$ cat config.mk
export PLATFORM = sky130hd
export DESIGN_NAME = priority_interrupt_controller
export DESIGN_NICKNAME = d
export VERILOG_FILES = /design/src/rtl/irq_pkg.sv /design/src/rtl/arb_if.sv /design/src/rtl/irq_arbiter.sv /design/src/rtl/irq_nest_tracker.sv /design/src/rtl/priority_interrupt_controller.sv
export VERILOG_INCLUDE_DIRS = /design/src /design/src/rtl
export SDC_FILE = /design/constraint.sdc
export NUM_CORES = 1
export LEC_CHECK = 0
export ABC_AREA = 1
export ABC_CLOCK_PERIOD_IN_PS = 15770
export BUFFER_PORTS_ARGS = -buffer_cell sky130_fd_sc_hd__buf_4
export CAP_MARGIN = 15
export CORE_ASPECT_RATIO = 1.2
export CORE_MARGIN = 8
export CORE_UTILIZATION = 50
export CTS_BUF_LIST = sky130_fd_sc_hd__clkbuf_8
export CTS_CLUSTER_DIAMETER = 40
export DETAILED_ROUTE_END_ITERATION = 12
export HOLD_SLACK_MARGIN = 0.03
export PLACE_DENSITY = 0.86
export SETUP_SLACK_MARGIN = 0.1
export SYNTH_ARGS = -nofsm -noshare
export SYNTH_HDL_FRONTEND = slang
export SYNTH_SLANG_ARGS = --single-unit
$ cat constraint.sdc
create_clock -name ref_clk -period 15.77 [get_ports ref_clk]
set_clock_uncertainty 0.1 [all_clocks]
set_input_delay 0 -clock ref_clk [delete_from_list [all_inputs] [get_ports ref_clk]]
set_output_delay 0 -clock ref_clk [all_outputs]
set_load 0.01 [all_outputs]
$ cat src/rtl/irq_defs.svh
/*
 * Register map, field positions, reset values and response codes of the
 * priority interrupt controller.
 * Assumes inclusion by every file that decodes registers.
 */
`ifndef IRQ_DEFS_SVH
`define IRQ_DEFS_SVH

// register indices; byte address is four times the index
`define IRQ_IDX_ENABLE 12'h0a8
`define IRQ_IDX_PRIO_HI 12'h0b7
`define IRQ_IDX_PRIO_LO 12'h0b8
`define IRQ_IDX_STATUS 12'h0c0
`define IRQ_IDX_MASK 12'h0c1
`define IRQ_IDX_BITOP 12'h0c2
`define IRQ_IDX_SERVICE 12'h0c3

`define IRQ_GATE_BIT 7
`define IRQ_NUM_SRC 7
`define IRQ_ENABLE_RST 8'h00
`define IRQ_PRIO_RST 7'h00
`define IRQ_STATUS_RST 7'h00
`define IRQ_MASK_RST 7'h00

// bit-access command fields
`define IRQ_BITOP_IDX_LSB 0
`define IRQ_BITOP_VAL_BIT 3
`define IRQ_BITOP_SEL_BIT 4

`define IRQ_RESP_OKAY 2'b00
`define IRQ_RESP_SLVERR 2'b10

`endif

$ cat src/rtl/irq_pkg.sv
/*
 * Types shared by the interrupt controller modules.
 * Assumes irq_defs.svh supplies the numeric constants.
 */
package irq_pkg;
   typedef logic [1:0] level_t;
   typedef logic [2:0] vector_t;
   typedef logic [6:0] srcvec_t;
   typedef logic [13:0] addr_t;
   typedef enum logic [2:0] {
      SRC_EXT0 = 3'b000,
      SRC_TMR0 = 3'b001,
      SRC_EXT1 = 3'b010,
      SRC_TMR1 = 3'b011,
      SRC_SERIAL = 3'b100,
      SRC_TMR2 = 3'b101,
      SRC_COUNTER_ARRAY = 3'b110
   } source_e;
endpackage

$ cat src/rtl/arb_if.sv
/*
 * Carrier between the controller's register side and its arbiter.
 * Assumes both ends share ref_clk.
 */
`timescale 1ns/1ns
interface arb_if;
   import irq_pkg::*;
   srcvec_t pending;
   logic [7:0] enable;
   srcvec_t prioLo;
   srcvec_t prioHi;
   logic [3:0] inService;
   logic ack;
   logic valid;
   vector_t vector;
   level_t level;
   modport ctl(output pending, enable, prioLo, prioHi, inService, ack,
      input valid, vector, level);
   modport arb(input pending, enable, prioLo, prioHi, inService, ack,
      output valid, vector, level);
endinterface

$ cat src/rtl/irq_arbiter.sv
/*
 * Picks the request to present to the core: level first, then poll order.
 * Assumes pending, registers and in-service levels from the same clock.
 */
`timescale 1ns/1ns
`include "irq_defs.svh"
module irq_arbiter (
   input wire logic ref_clk,
   input wire logic sys_rst,
   input wire logic clkEnable,
   arb_if.arb bus
);
   import irq_pkg::*;

   logic valid;
   vector_t vector;
   level_t level;
   logic next_valid;
   vector_t next_vector;
   level_t next_level;
   logic busy;
   level_t curLevel;
   logic [2:0] maxLvl;

   function automatic level_t srcLevel(input int i, input srcvec_t hi,
      input srcvec_t lo);
      srcLevel = {hi[i], lo[i]}; // see [RULE_04]
   endfunction

   always_comb begin
      busy = |bus.inService;
      curLevel = 2'd0;
      for (int l = 0; l < 4; l++) begin
         if (bus.inService[l]) begin
            curLevel = level_t'(l);
         end
      end
   end

   always_comb begin
      next_valid = 1'b0;
      next_vector = vector;
      next_level = level;
      // descending index so the first in poll order wins ties
      for (int i = `IRQ_NUM_SRC - 1; i >= 0; i--) begin
         if (bus.enable[`IRQ_GATE_BIT] && bus.enable[i] && bus.pending[i]
            && (!next_valid
            || srcLevel(i, bus.prioHi, bus.prioLo) >= next_level)) begin
            // see [RULE_02] [RULE_08] [RULE_09] [RULE_12]
            next_valid = 1'b1;
            next_vector = vector_t'(i);
            next_level = srcLevel(i, bus.prioHi, bus.prioLo);
         end
      end
      if (busy && next_level <= curLevel) begin
         next_valid = 1'b0; // see [RULE_06] [RULE_07]
      end
      if (bus.ack) begin
         next_valid = 1'b0;
      end
   end

   always_ff @(posedge ref_clk) begin
      if (sys_rst) begin
         valid <= 1'b0;
         vector <= 3'h0;
         level <= 2'h0;
      end else if (clkEnable) begin
         valid <= next_valid;
         vector <= next_vector;
         level <= next_level;
      end
   end

   assign bus.valid = valid;
   assign bus.vector = vector;
   assign bus.level = level;

   always_comb begin
      maxLvl = 3'd0;
      for (int i = 0; i < `IRQ_NUM_SRC; i++) begin
         if (bus.enable[`IRQ_GATE_BIT] && bus.enable[i] && bus.pending[i]
            && {1'b0, srcLevel(i, bus.prioHi, bus.prioLo)} + 3'd1 > maxLvl) begin
            maxLvl = {1'b0, srcLevel(i, bus.prioHi, bus.prioLo)} + 3'd1;
         end
      end
   end
endmodule

$ cat src/rtl/irq_nest_tracker.sv
/*
 * Remembers which priority levels are in service, one bit per level.
 * Assumes the core pulses ack on vector fetch and reti on return.
 */
`timescale 1ns/1ns
module irq_nest_tracker (
   input wire logic ref_clk,
   input wire logic sys_rst,
   input wire logic clkEnable,
   input wire logic ack,
   input wire irq_pkg::level_t ackLevel,
   input wire logic reti,
   output logic [3:0] inService
);
   import irq_pkg::*;

   logic [3:0] next_inService;

   always_comb begin
      next_inService = inService;
      if (reti) begin
         // return ends the highest level in service
         for (int l = 0; l < 4; l++) begin
            if (inService[l] && (inService >> (l + 1)) == 4'h0) begin
               next_inService[l] = 1'b0;
            end
         end
      end
      if (ack) begin
         next_inService[ackLevel] = 1'b1; // see [RULE_06]
      end
   end

   always_ff @(posedge ref_clk) begin
      if (sys_rst) begin
         inService <= 4'h0;
      end else if (clkEnable) begin
         inService <= next_inService;
      end
   end
endmodule

$ cat src/rtl/priority_interrupt_controller.sv
/*
 * Seven-source interrupt controller with four levels, nesting, an AXI4-Lite
 * register slave and a sticky event status with mask and interrupt line.
 * Assumes timer, serial and counter array requests are one-cycle pulses on
 * ref_clk; the external pins are asynchronous and active low.
 */
// Local design decision: the AXI4-Lite register port.
// What this block does
// [RULE_01] seven sources, each with its own vector number
// [RULE_02] enable bit 7 gates all requests; else per-source enable bits
// [RULE_03] enable bits: 6 counter array down to 0 ext 0; reset zero
// [RULE_04] level is high bit over low bit; 0 lowest, 3 highest
// [RULE_05] priority registers mirror enable layout; bit 7 reserved; reset zero
// [RULE_06] a service is pre-empted only by a strictly higher level
// [RULE_07] a service at level 3 is never interrupted
// [RULE_08] among pending requests the higher level is granted
// [RULE_09] equal levels are resolved by a fixed polling order
// [RULE_10] enable and low priority allow single-bit access; high only bytes
// [RULE_11] each timer raises its request on counter overflow
// [RULE_12] poll order ext0, tmr0, ext1, tmr1, serial, tmr2, counter array
`timescale 1ns/1ns
`include "irq_defs.svh"
module priority_interrupt_controller (
   input wire logic ref_clk,
   input wire logic sys_rst,
   input wire logic clkEnable,
   input wire logic extIrq0PinN,
   input wire logic extIrq1PinN,
   input wire logic tmr0Ovf,
   input wire logic tmr1Ovf,
   input wire logic tmr2Ovf,
   input wire logic serialIrq,
   input wire logic counterArrayIrq,
   output logic irqReq,
   output irq_pkg::vector_t irqVector,
   output irq_pkg::level_t irqLevel,
   input wire logic cpuAck,
   input wire logic cpuReti,
   output logic irq,
   input wire irq_pkg::addr_t s_axi_awaddr,
   input wire logic s_axi_awvalid,
   output logic s_axi_awready,
   input wire logic [31:0] s_axi_wdata,
   input wire logic [3:0] s_axi_wstrb,
   input wire logic s_axi_wvalid,
   output logic s_axi_wready,
   output logic [1:0] s_axi_bresp,
   output logic s_axi_bvalid,
   input wire logic s_axi_bready,
   input wire irq_pkg::addr_t s_axi_araddr,
   input wire logic s_axi_arvalid,
   output logic s_axi_arready,
   output logic [31:0] s_axi_rdata,
   output logic [1:0] s_axi_rresp,
   output logic s_axi_rvalid,
   input wire logic s_axi_rready
);
   import irq_pkg::*;

   function automatic addr_t byteAddr(input logic [11:0] idx);
      byteAddr = {idx, 2'b00};
   endfunction

   function automatic logic isMapped(input addr_t a);
      isMapped = a == byteAddr(`IRQ_IDX_ENABLE)
         || a == byteAddr(`IRQ_IDX_PRIO_HI)
         || a == byteAddr(`IRQ_IDX_PRIO_LO)
         || a == byteAddr(`IRQ_IDX_STATUS)
         || a == byteAddr(`IRQ_IDX_MASK)
         || a == byteAddr(`IRQ_IDX_BITOP)
         || a == byteAddr(`IRQ_IDX_SERVICE);
   endfunction

   arb_if arb ();

   // external pin synchronisers and fall detect
   logic [1:0] pinMeta;
   logic [1:0] pinSync;
   logic [1:0] pinLast;
   srcvec_t srcEvent;

   // register state
   logic [7:0] enable;
   srcvec_t prioLo;
   srcvec_t prioHi;
   srcvec_t pending;
   srcvec_t status;
   srcvec_t mask;
   logic [7:0] next_enable;
   srcvec_t next_prioLo;
   srcvec_t next_prioHi;
   srcvec_t next_pending;
   srcvec_t next_status;
   srcvec_t next_mask;

   // bus state
   logic awHeld;
   addr_t awAddr;
   logic wHeld;
   logic [31:0] wData;
   logic [3:0] wStrb;
   logic bValid;
   logic [1:0] bResp;
   logic rValid;
   logic [31:0] rData;
   logic [1:0] rResp;
   logic next_awHeld;
   addr_t next_awAddr;
   logic next_wHeld;
   logic [31:0] next_wData;
   logic [3:0] next_wStrb;
   logic next_bValid;
   logic [1:0] next_bResp;
   logic next_rValid;
   logic [31:0] next_rData;
   logic [1:0] next_rResp;
   logic doWrite;
   logic lane0;
   logic [2:0] bitIdx;
   logic [3:0] inService;
   logic ackTake;

   always_ff @(posedge ref_clk) begin
      if (sys_rst) begin
         pinMeta <= 2'h3;
         pinSync <= 2'h3;
         pinLast <= 2'h3;
      end else if (clkEnable) begin
         pinMeta <= {extIrq1PinN, extIrq0PinN};
         pinSync <= pinMeta;
         pinLast <= pinSync;
      end
   end

   // bit positions follow the enable layout; see [RULE_01] [RULE_03]
   assign srcEvent = {counterArrayIrq, tmr2Ovf, serialIrq, tmr1Ovf,
      pinLast[1] & ~pinSync[1], tmr0Ovf, pinLast[0] & ~pinSync[0]};
   // timer requests come from overflow pulses only; see [RULE_11]

   assign ackTake = cpuAck && arb.valid;
   assign doWrite = awHeld && wHeld && !bValid;
   assign lane0 = wStrb[0];
   assign bitIdx = wData[`IRQ_BITOP_IDX_LSB +: 3];

   always_comb begin
      next_enable = enable;
      next_prioLo = prioLo;
      next_prioHi = prioHi;
      next_mask = mask;
      next_pending = pending;
      next_status = status;
      if (ackTake) begin
         next_pending[arb.vector] = 1'b0;
      end
      if (doWrite && lane0) begin
         unique case (awAddr)
            byteAddr(`IRQ_IDX_ENABLE): next_enable = wData[7:0];
            byteAddr(`IRQ_IDX_PRIO_LO): next_prioLo = wData[6:0];
            // whole byte only; no bit command reaches it; see [RULE_10]
            byteAddr(`IRQ_IDX_PRIO_HI): next_prioHi = wData[6:0];
            byteAddr(`IRQ_IDX_STATUS): next_status = status & ~wData[6:0];
            byteAddr(`IRQ_IDX_MASK): next_mask = wData[6:0];
            byteAddr(`IRQ_IDX_BITOP): begin
               // see [RULE_10]
               if (!wData[`IRQ_BITOP_SEL_BIT]) begin
                  next_enable[bitIdx] = wData[`IRQ_BITOP_VAL_BIT];
               end else if (bitIdx != 3'd7) begin
                  next_prioLo[bitIdx] = wData[`IRQ_BITOP_VAL_BIT];
               end
            end
            default: begin
            end
         endcase
      end
      // a new event beats a clear in the same cycle
      next_pending = next_pending | srcEvent;
      next_status = next_status | srcEvent;
   end

   always_ff @(posedge ref_clk) begin
      if (sys_rst) begin
         enable <= `IRQ_ENABLE_RST; // see [RULE_03]
         prioLo <= `IRQ_PRIO_RST; // see [RULE_05]
         prioHi <= `IRQ_PRIO_RST;
         pending <= 7'h00;
         status <= `IRQ_STATUS_RST;
         mask <= `IRQ_MASK_RST;
      end else if (clkEnable) begin
         enable <= next_enable;
         prioLo <= next_prioLo;
         prioHi <= next_prioHi;
         pending <= next_pending;
         status <= next_status;
         mask <= next_mask;
      end
   end

   always_comb begin
      next_awHeld = awHeld;
      next_awAddr = awAddr;
      next_wHeld = wHeld;
      next_wData = wData;
      next_wStrb = wStrb;
      next_bValid = bValid;
      next_bResp = bResp;
      next_rValid = rValid;
      next_rData = rData;
      next_rResp = rResp;
      if (s_axi_awvalid && s_axi_awready) begin
         next_awHeld = 1'b1;
         next_awAddr = s_axi_awaddr;
      end
      if (s_axi_wvalid && s_axi_wready) begin
         next_wHeld = 1'b1;
         next_wData = s_axi_wdata;
         next_wStrb = s_axi_wstrb;
      end
      if (doWrite) begin
         next_awHeld = 1'b0;
         next_wHeld = 1'b0;
         next_bValid = 1'b1;
         next_bResp = isMapped(awAddr)
            && awAddr != byteAddr(`IRQ_IDX_SERVICE)
            ? `IRQ_RESP_OKAY : `IRQ_RESP_SLVERR;
      end else if (bValid && s_axi_bready) begin
         next_bValid = 1'b0;
      end
      if (s_axi_arvalid && s_axi_arready) begin
         next_rValid = 1'b1;
         next_rResp = isMapped(s_axi_araddr)
            ? `IRQ_RESP_OKAY : `IRQ_RESP_SLVERR;
         unique case (s_axi_araddr)
            byteAddr(`IRQ_IDX_ENABLE): next_rData = {24'h0, enable};
            // reserved bit 7 reads zero; see [RULE_05]
            byteAddr(`IRQ_IDX_PRIO_LO): next_rData = {25'h0, prioLo};
            byteAddr(`IRQ_IDX_PRIO_HI): next_rData = {25'h0, prioHi};
            byteAddr(`IRQ_IDX_STATUS): next_rData = {25'h0, status};
            byteAddr(`IRQ_IDX_MASK): next_rData = {25'h0, mask};
            byteAddr(`IRQ_IDX_SERVICE): next_rData = {15'h0, pending,
               inService, arb.valid, arb.level, arb.vector};
            default: next_rData = 32'h0;
         endcase
      end else if (rValid && s_axi_rready) begin
         next_rValid = 1'b0;
      end
   end

   always_ff @(posedge ref_clk) begin
      if (sys_rst) begin
         awHeld <= 1'b0;
         awAddr <= 14'h0;
         wHeld <= 1'b0;
         wData <= 32'h0;
         wStrb <= 4'h0;
         bValid <= 1'b0;
         bResp <= 2'h0;
         rValid <= 1'b0;
         rData <= 32'h0;
         rResp <= 2'h0;
      end else if (clkEnable) begin
         awHeld <= next_awHeld;
         awAddr <= next_awAddr;
         wHeld <= next_wHeld;
         wData <= next_wData;
         wStrb <= next_wStrb;
         bValid <= next_bValid;
         bResp <= next_bResp;
         rValid <= next_rValid;
         rData <= next_rData;
         rResp <= next_rResp;
      end
   end

   assign s_axi_awready = clkEnable && !awHeld && !bValid;
   assign s_axi_wready = clkEnable && !wHeld && !bValid;
   assign s_axi_bvalid = bValid;
   assign s_axi_bresp = bResp;
   assign s_axi_arready = clkEnable && !rValid;
   assign s_axi_rvalid = rValid;
   assign s_axi_rdata = rData;
   assign s_axi_rresp = rResp;

   assign arb.pending = pending;
   assign arb.enable = enable;
   assign arb.prioLo = prioLo;
   assign arb.prioHi = prioHi;
   assign arb.inService = inService;
   assign arb.ack = ackTake;

   irq_arbiter arbiter (
      .ref_clk(ref_clk),
      .sys_rst(sys_rst),
      .clkEnable(clkEnable),
      .bus(arb.arb)
   );

   irq_nest_tracker nest (
      .ref_clk(ref_clk),
      .sys_rst(sys_rst),
      .clkEnable(clkEnable),
      .ack(ackTake && clkEnable),
      .ackLevel(arb.level),
      .reti(cpuReti && clkEnable),
      .inService(inService)
   );

   assign irqReq = arb.valid;
   assign irqVector = arb.vector;
   assign irqLevel = arb.level;
   assign irq = |(status & mask);
endmodule

==> results of run 1 <==
==> synth_stat cells, types with 2 or more instances <==
cell        n
inv_2       4
o22ai_1    15
a21oi_1    75
nand3_1    56
inv_1     113
nor3_1     16
o211ai_1    3
a211oi_1    8
o41ai_1    11
a31oi_1    13
nand2_4     8
o21ai_0    65
and2_1      2
ha_1        9
clkbuf_1   24
o31ai_1     2
nand2_1   129
nand4_1     9
buf_4      18
nand3_2     7
nor4_1      5
nand2_2     9
nor2_1     68
dfxtp_1   105
o21a_1     10
==> area by class of cell <==
cell class	count	area, sq um
multi-input combinational	547	2830
clock inverter	6	72.6
timing repair buffer	138	1170
inverter	117	439
sequential	105	2100
fill	951	4010
tap	132	165
clock buffer	10	138
==> what timing repair did <==
item,CTS,global route
hold buffers,53,0
setup endpoints to repair,0,0
resized for setup,0,0
endpoints found under the hold margin,63,0
==> flip-flops by register name, summed over array words and instances (netlist names) <==
signal              count
s_axi_rdata            17
arb.prioHi              7
arbiter.bus.vector      3
s_axi_rvalid            1
awAddr                 14
wHeld                   1
status                  7
arbiter.bus.valid       1
s_axi_bresp             1
pinLast                 2
nest.inService          4
wData                   8
arb.prioLo              7
pinMeta                 2
awHeld                  1
s_axi_bvalid            1
pinSync                 2
arbiter.bus.level       2
arb.enable              8
s_axi_rresp             1
mask                    7
arb.pending             7
wStrb                   1
==> power by group <==
part	switching [W]	total, W	internal (W)	leakage [nW]
logic	0.0000406	0.0000750	0.0000343	2.12
clock network	0.0000994	0.000179	0.0000801	0.109
registers	0.00000990	0.000285	0.000275	0.857
total	0.000150	0.000540	0.000390	3.09
==> stage by stage <==
step | utilization (%) | total power, W | cell area (sq um) | instances | setup slack, ns
floorplan | - | 0.000331 | 5620 | 814 | 8.92
global placement | 56.5 | 0.000352 | 6180 | 986 | 8.23
detailed placement | 56.5 | 0.000354 | 6180 | 986 | 8.05
CTS | 63.3 | 0.000537 | 6920 | 1055 | 7.44
global route | 63.3 | 0.000561 | 6920 | 1055 | 6.52
finish | 63.3 | 0.000540 | 6920 | 1055 | 7.40
==> final timing paths <==
check,from,endpoint,cells after the start
setup reg to reg,arb.enable[7]$_SDFFE_PP0P_,arbiter.bus.valid$_SDFFE_PP0P_,56
hold / removal,s_axi_arvalid,s_axi_rdata[15]$_SDFFE_PP0P_,4
hold reg to reg,pinMeta[0]$_SDFFE_PP1P_,pinMeta[0]$_SDFFE_PP1P_,2
setup / recovery,arb.enable[7]$_SDFFE_PP0P_,arbiter.bus.valid$_SDFFE_PP0P_,56
==> metal layers <==
layer	share of wire, %	up-vias	routed length (um)	track usage [%]
met3	8.6	50	1410	6.42
met2	47	260	7650	36.4
met1	40	2599	6500	24.5
met5	0	-	0	0
li1	-	2871	-	-
met4	4.6	0	759	12.3
==> layout by cell type, fill, tap and decap left out, drive strengths merged, types with 3 or more instances in the layout <==
cell type    netlist  final
nor4               5      5
o41ai             11     11
a31oi             13     13
a21oi             76     76
o21a              10     10
dlygate4sd3        0     53
nor3              16     16
dfxtp            105    105
buf               21     85
o21ai             66     66
ha                 9      9
conb               1     17
nor2              70     70
clkbuf            24     10
nand2            146    146
o211ai             3      3
a211oi             8      8
nand4              9      9
o22ai             15     15
inv              117    120
nand3             64     64
==> worst register-to-register path: cells and delay by family (launching register included) <==
family | cells | cell delay, ns
flip-flops | 1 | 0.58
AO/OA/AOI/OAI | 15 | 2.27
AND/OR/NAND/NOR | 26 | 2.23
adder cells (fa/ha/maj) | 7 | 1.94
buffers and inverters | 8 | 1.14
==> cells by family (layout without fill, tap and decap cells) <==
group	Yosys count	in the layout	share of synthesized area, %
compound gates	208	208	21.6
simple gates	313	313	26.2
flops	105	105	37.8
other cells	1	17	0.0675
buf+inv	162	271	12.3
fa+ha+maj	9	9	2.03
==> results by group, run 1 <==
Status
  – Status: completed

Setup path
  – Delay-heaviest family, CP: compound AO/OA/AOI/OAI gates
  – Max Fanout on Critical Path: 9
  – WP data required: 15.96 ns
  – CP peak stage delay: 0.58 ns
  – CP max-delay cell: dfxtp_1
  – Arrival @ worst endpoint: 8.56 ns
  – Crit path launch type: flop
  – Setup crit end kind: flop
  – CP bufs+invs: 8
  – Setup Crit Path Kind: flop to flop
  – Flop2flop setup slack: 7.40 ns

Timing
  – RSZ-0062 raised after global routing: no
  – Relative slew margins: 34.0%
  – Tightest Pin Transition: 0.990 ns
  – Period utilization: 53.1%
  – Minimum clock period after layout: 8.37 ns
  – Final max-slew violation count: 0
  – Upper clock frequency limit: 119 MHz
  – Fin Setup TNS: 0 ns
  – Hold slack: 0.0730 ns
  – Setup Viol. Count Final: 0
  – Final Hold Fails: 0

Routing
  – Antenna viol nets, final: 0
  – DR iter-0 viols: 584
  – Total number of vias: 5780
  – Drt pass-1 iters: 5
  – Vias per inst: 5.48
  – Routed WL: 16.3 mm
  – Drt wl/cell: 15.5 um
  – DRC errors left: 0

Placed design
  – Gpl congestion: 0.975
  – Port Buffer Count: 84
  – DPL Wire Length: 11.7 mm

Clock tree
  – Clock-pin slew on the worst setup and hold paths: 0.11 ns
  – Cts bufs inserted: 9
  – Clock Sinks: 105
  – Clk_lat worst skew: 0.39 ns
  – Setup Buffers After CTS: 0
  – CTS tree: built
  – Root buf cell: clkbuf_8
  – H-Tree Level Count: 3
  – Max Root-Sink Buffers: 2

Logic synthesis
  – Post-synth top area cell: dfxtp_1
  – Mapped Cells: 798
  – Most used flip-flop cell after synthesis: dfxtp_1
  – Post-synth EDFFs: 0
  – Top cells by area, synth: dfxtp_1 (38%), nand2_1 (8.7%), inv_1 (7.6%)
  – Synth Area per Inst: 6.97 sq um
  – Yosys reg bits: 105
  – Ys Warns: 0
  – Yosys cell types: 39
  – Register area share after synthesis: 37.8%
  – Cell Area, Synth: 0.00556 sq mm
  – Area fraction of the dominant cell type after synthesis: 37.8%
  – Synth async-reset ratio: 0%

Floorplanning
  – Core area: 0.0109 sq mm
  – Num rows: 42
  – DIE WIDTH: 112 um
  – Die Ht: 132 um
  – Initial Util: 50.9%
  – Die Area: 0.0148 sq mm
  – Top Ports: 129

Layout
  – Ratio of cells with drive above 1 in the final layout: 14.5%
  – # diodes: 0
  – Area Overhead vs Synth: 24.4%
  – Layout Nets: 1008

Power and ir drop
  – VDD IR-drop max: 0.0537 mV
  – Power Density: 78.0 mW/mm^2
  – Static Leak: 3.09 nW

Hold path
  – Worst Hold Class: input pin to flop

Global routing
  – Vias in the first global route: 5548
  – First-pass GRT wire length: 26.5 mm
  – Remaining Overflow, GRT: 0
  – Largest net degree at the start of global routing: 46
  – Initial antenna violation count: 0
  – Total Routing Usage GR: 21.9%

Job
  – MaxCap Viol Count: 0
Power figures use the tool's default switching activity.
==> run 2: changes to the inputs <==
Settings changed: ABC_CLOCK_PERIOD_IN_PS 15770 to 7700, PLACE_DENSITY 0.86 to 0.89.
Clock period 15.77 ns to 7.7 ns, I/O delays scaled along.
==> results by group, run 2 (synthesized netlist as in run 1, its figures left out) <==
Status
  – Status: completed

Timing
  – Setup Viol. Count Final: 0
  – Hold slack: 0.0630 ns
  – Final max-slew violation count: 0
  – Tightest Pin Transition: 0.941 ns
  – Fin Setup TNS: 0 ns
  – Relative slew margins: 37.2%
  – Final Hold Fails: 0
  – RSZ-0062 raised after global routing: no
  – Period utilization: 90.9%
  – Minimum clock period after layout: 7.00 ns
  – Upper clock frequency limit: 143 MHz

Layout
  – # diodes: 0
  – FILL cells: 946
  – Max reg flops: 17
  – Ratio of cells with drive above 1 in the final layout: 15.6%
  – Area Overhead vs Synth: 25.5%
  – Fin cells: 1063
  – Most frequent cells in the layout: nand2_1 (129), inv_1 (114), dfxtp_1 (102), buf_4 (90), a21oi_1 (74)
  – Layout Nets: 1016
  – Core Util, Final: 63.8%
  – Commonest non-fill, non-tap cell in the layout: nand2_1

Routing
  – DR iter-0 viols: 530
  – Routed WL: 16.9 mm
  – Vias per inst: 5.58
  – Total number of vias: 5932
  – Antenna viol nets, final: 0
  – Drt wl/cell: 15.9 um
  – DRC errors left: 0
  – Drt pass-1 iters: 6

Setup path
  – Most used cell, CP: nand2_1
  – Arrival @ worst endpoint: 7.23 ns
  – Max Fanout on Critical Path: 5
  – Delay-heaviest family, CP: simple AND/OR/NAND/NOR gates
  – Crit path launch type: flop
  – Worst r2r src: arb.pending[6]$_SDFFE_PP0P_
  – CP max-delay cell: dfxtp_2
  – CP peak stage delay: 0.39 ns
  – Setup crit end kind: flop
  – CP bufs+invs: 7
  – Worst setup path startpoint: arb.pending[6]$_SDFFE_PP0P_
  – WP data required: 7.93 ns
  – Setup Crit Path Kind: flop to flop

Placed design
  – DPL Wire Length: 12.1 mm
  – Dpl cells: 990
  – Port Buffer Count: 84
  – Gpl congestion: 0.974

Power and ir drop
  – VDD IR-drop max: 0.0972 mV
  – Power Density: 153 mW/mm^2
  – Tot Pwr: 0.00106 W
  – Static Leak: 3.12 nW

Floorplanning
  – Num rows: 42
  – Die Area: 0.0148 sq mm
  – DIE WIDTH: 112 um
  – Die Ht: 132 um
  – Initial Util: 50.9%
  – Core area: 0.0109 sq mm
  – Top Ports: 129

Clock tree
  – Clock Sinks: 105
  – Clock-pin slew on the worst setup and hold paths: 0.11 ns
  – Max Root-Sink Buffers: 2
  – CTS tree: built
  – Root buf cell: clkbuf_8
  – Clk_lat worst skew: 0.38 ns
  – Cts bufs inserted: 9
  – H-Tree Level Count: 3

Job
  – MaxCap Viol Count: 0

Global routing
  – Largest net degree at the start of global routing: 46
  – Met2 usage: 39.4%
  – GR met1 Demand/Resource: 24.8%
  – Remaining Overflow, GRT: 0
  – Vias in the first global route: 5819
  – First-pass GRT wire length: 27.8 mm
  – Initial antenna violation count: 0
  – Most Crowded Layer GR: met2
  – Met3 Track Usage GR: 5.68%
  – Total Routing Usage GR: 23.0%

Hold path
  – Worst Hold Class: input pin to flop
  – Hold_sp: s_axi_arvalid
## run 2: changes by cell type in the layout (fill, tap and decap cells not counted), moves of 2 or more
cell	before	now
buf_4	85	90
dfxtp_1	105	102
o21ai_1	1	3
dlygate4sd3_1	53	56
clkinvlp_4	0	2
o21ai_0	65	61
dfxtp_2	0	3
o21ai_2	0	2
## run 2: layer usage
metal,up-vias,wire (um)
met1,2710,6520
met3,60,1340
met2,275,8190
li1,2887,-
met4,0,872
met5,-,0
## run 2: path summary, 6_finish.rpt
kind,slack (ns),cells after the start,end
min reg2reg,0.37,2,s_axi_rdata[9]$_SDFFE_PP0P_
min,0.06,4,s_axi_rdata[7]$_SDFFE_PP0P_
max reg2reg,0.70,56,arbiter.bus.valid$_SDFFE_PP0P_
max,0.70,56,arbiter.bus.valid$_SDFFE_PP0P_
## run 2: timing repair
action | in CTS | in global routing
buffers inserted | 0 | 1
endpoints found under the hold margin | 63 | 0
gates resized for setup | 0 | 11
hold buffers | 56 | 0
endpoints found under the setup margin | 0 | 1
## run 2: cell type report
| type | instances | area (sq um) | area share (%) |
|---|---|---|---|
| timing repair buffer | 146 | 1240 | 17.7 |
| multi-input combinational | 547 | 2850 | 40.9 |
| inverter | 117 | 439 | 6.30 |
| clock buffer | 9 | 124 | 1.78 |
| tap | 132 | 165 | 2.37 |
| sequential | 105 | 2110 | 30.2 |
| clock inverter | 7 | 55.1 | 0.789 |
## run 2: worst min-delay path, delay by kind of cell
| kind | cells | cell delay [ns] |
|---|---|---|
| AOI/OAI and AO/OA | 1 | 0.05 |
| buffers and inverters | 1 | 0.08 |
| and+or+nand+nor | 2 | 0.38 |
## run 2: where the power goes
group          internal, W  switching, W
Clock             0.000121      0.000201
Combinational    0.0000729     0.0000869
Sequential        0.000564     0.0000190
## run 2: through the flow
stage               setup WS, ns  cell area, sq um
finish                     0.699              6980
floorplan                  0.852              5620
global placement           0.424              6210
CTS                        0.188              6950
global route              0.0543              6980
detailed placement         0.248              6210
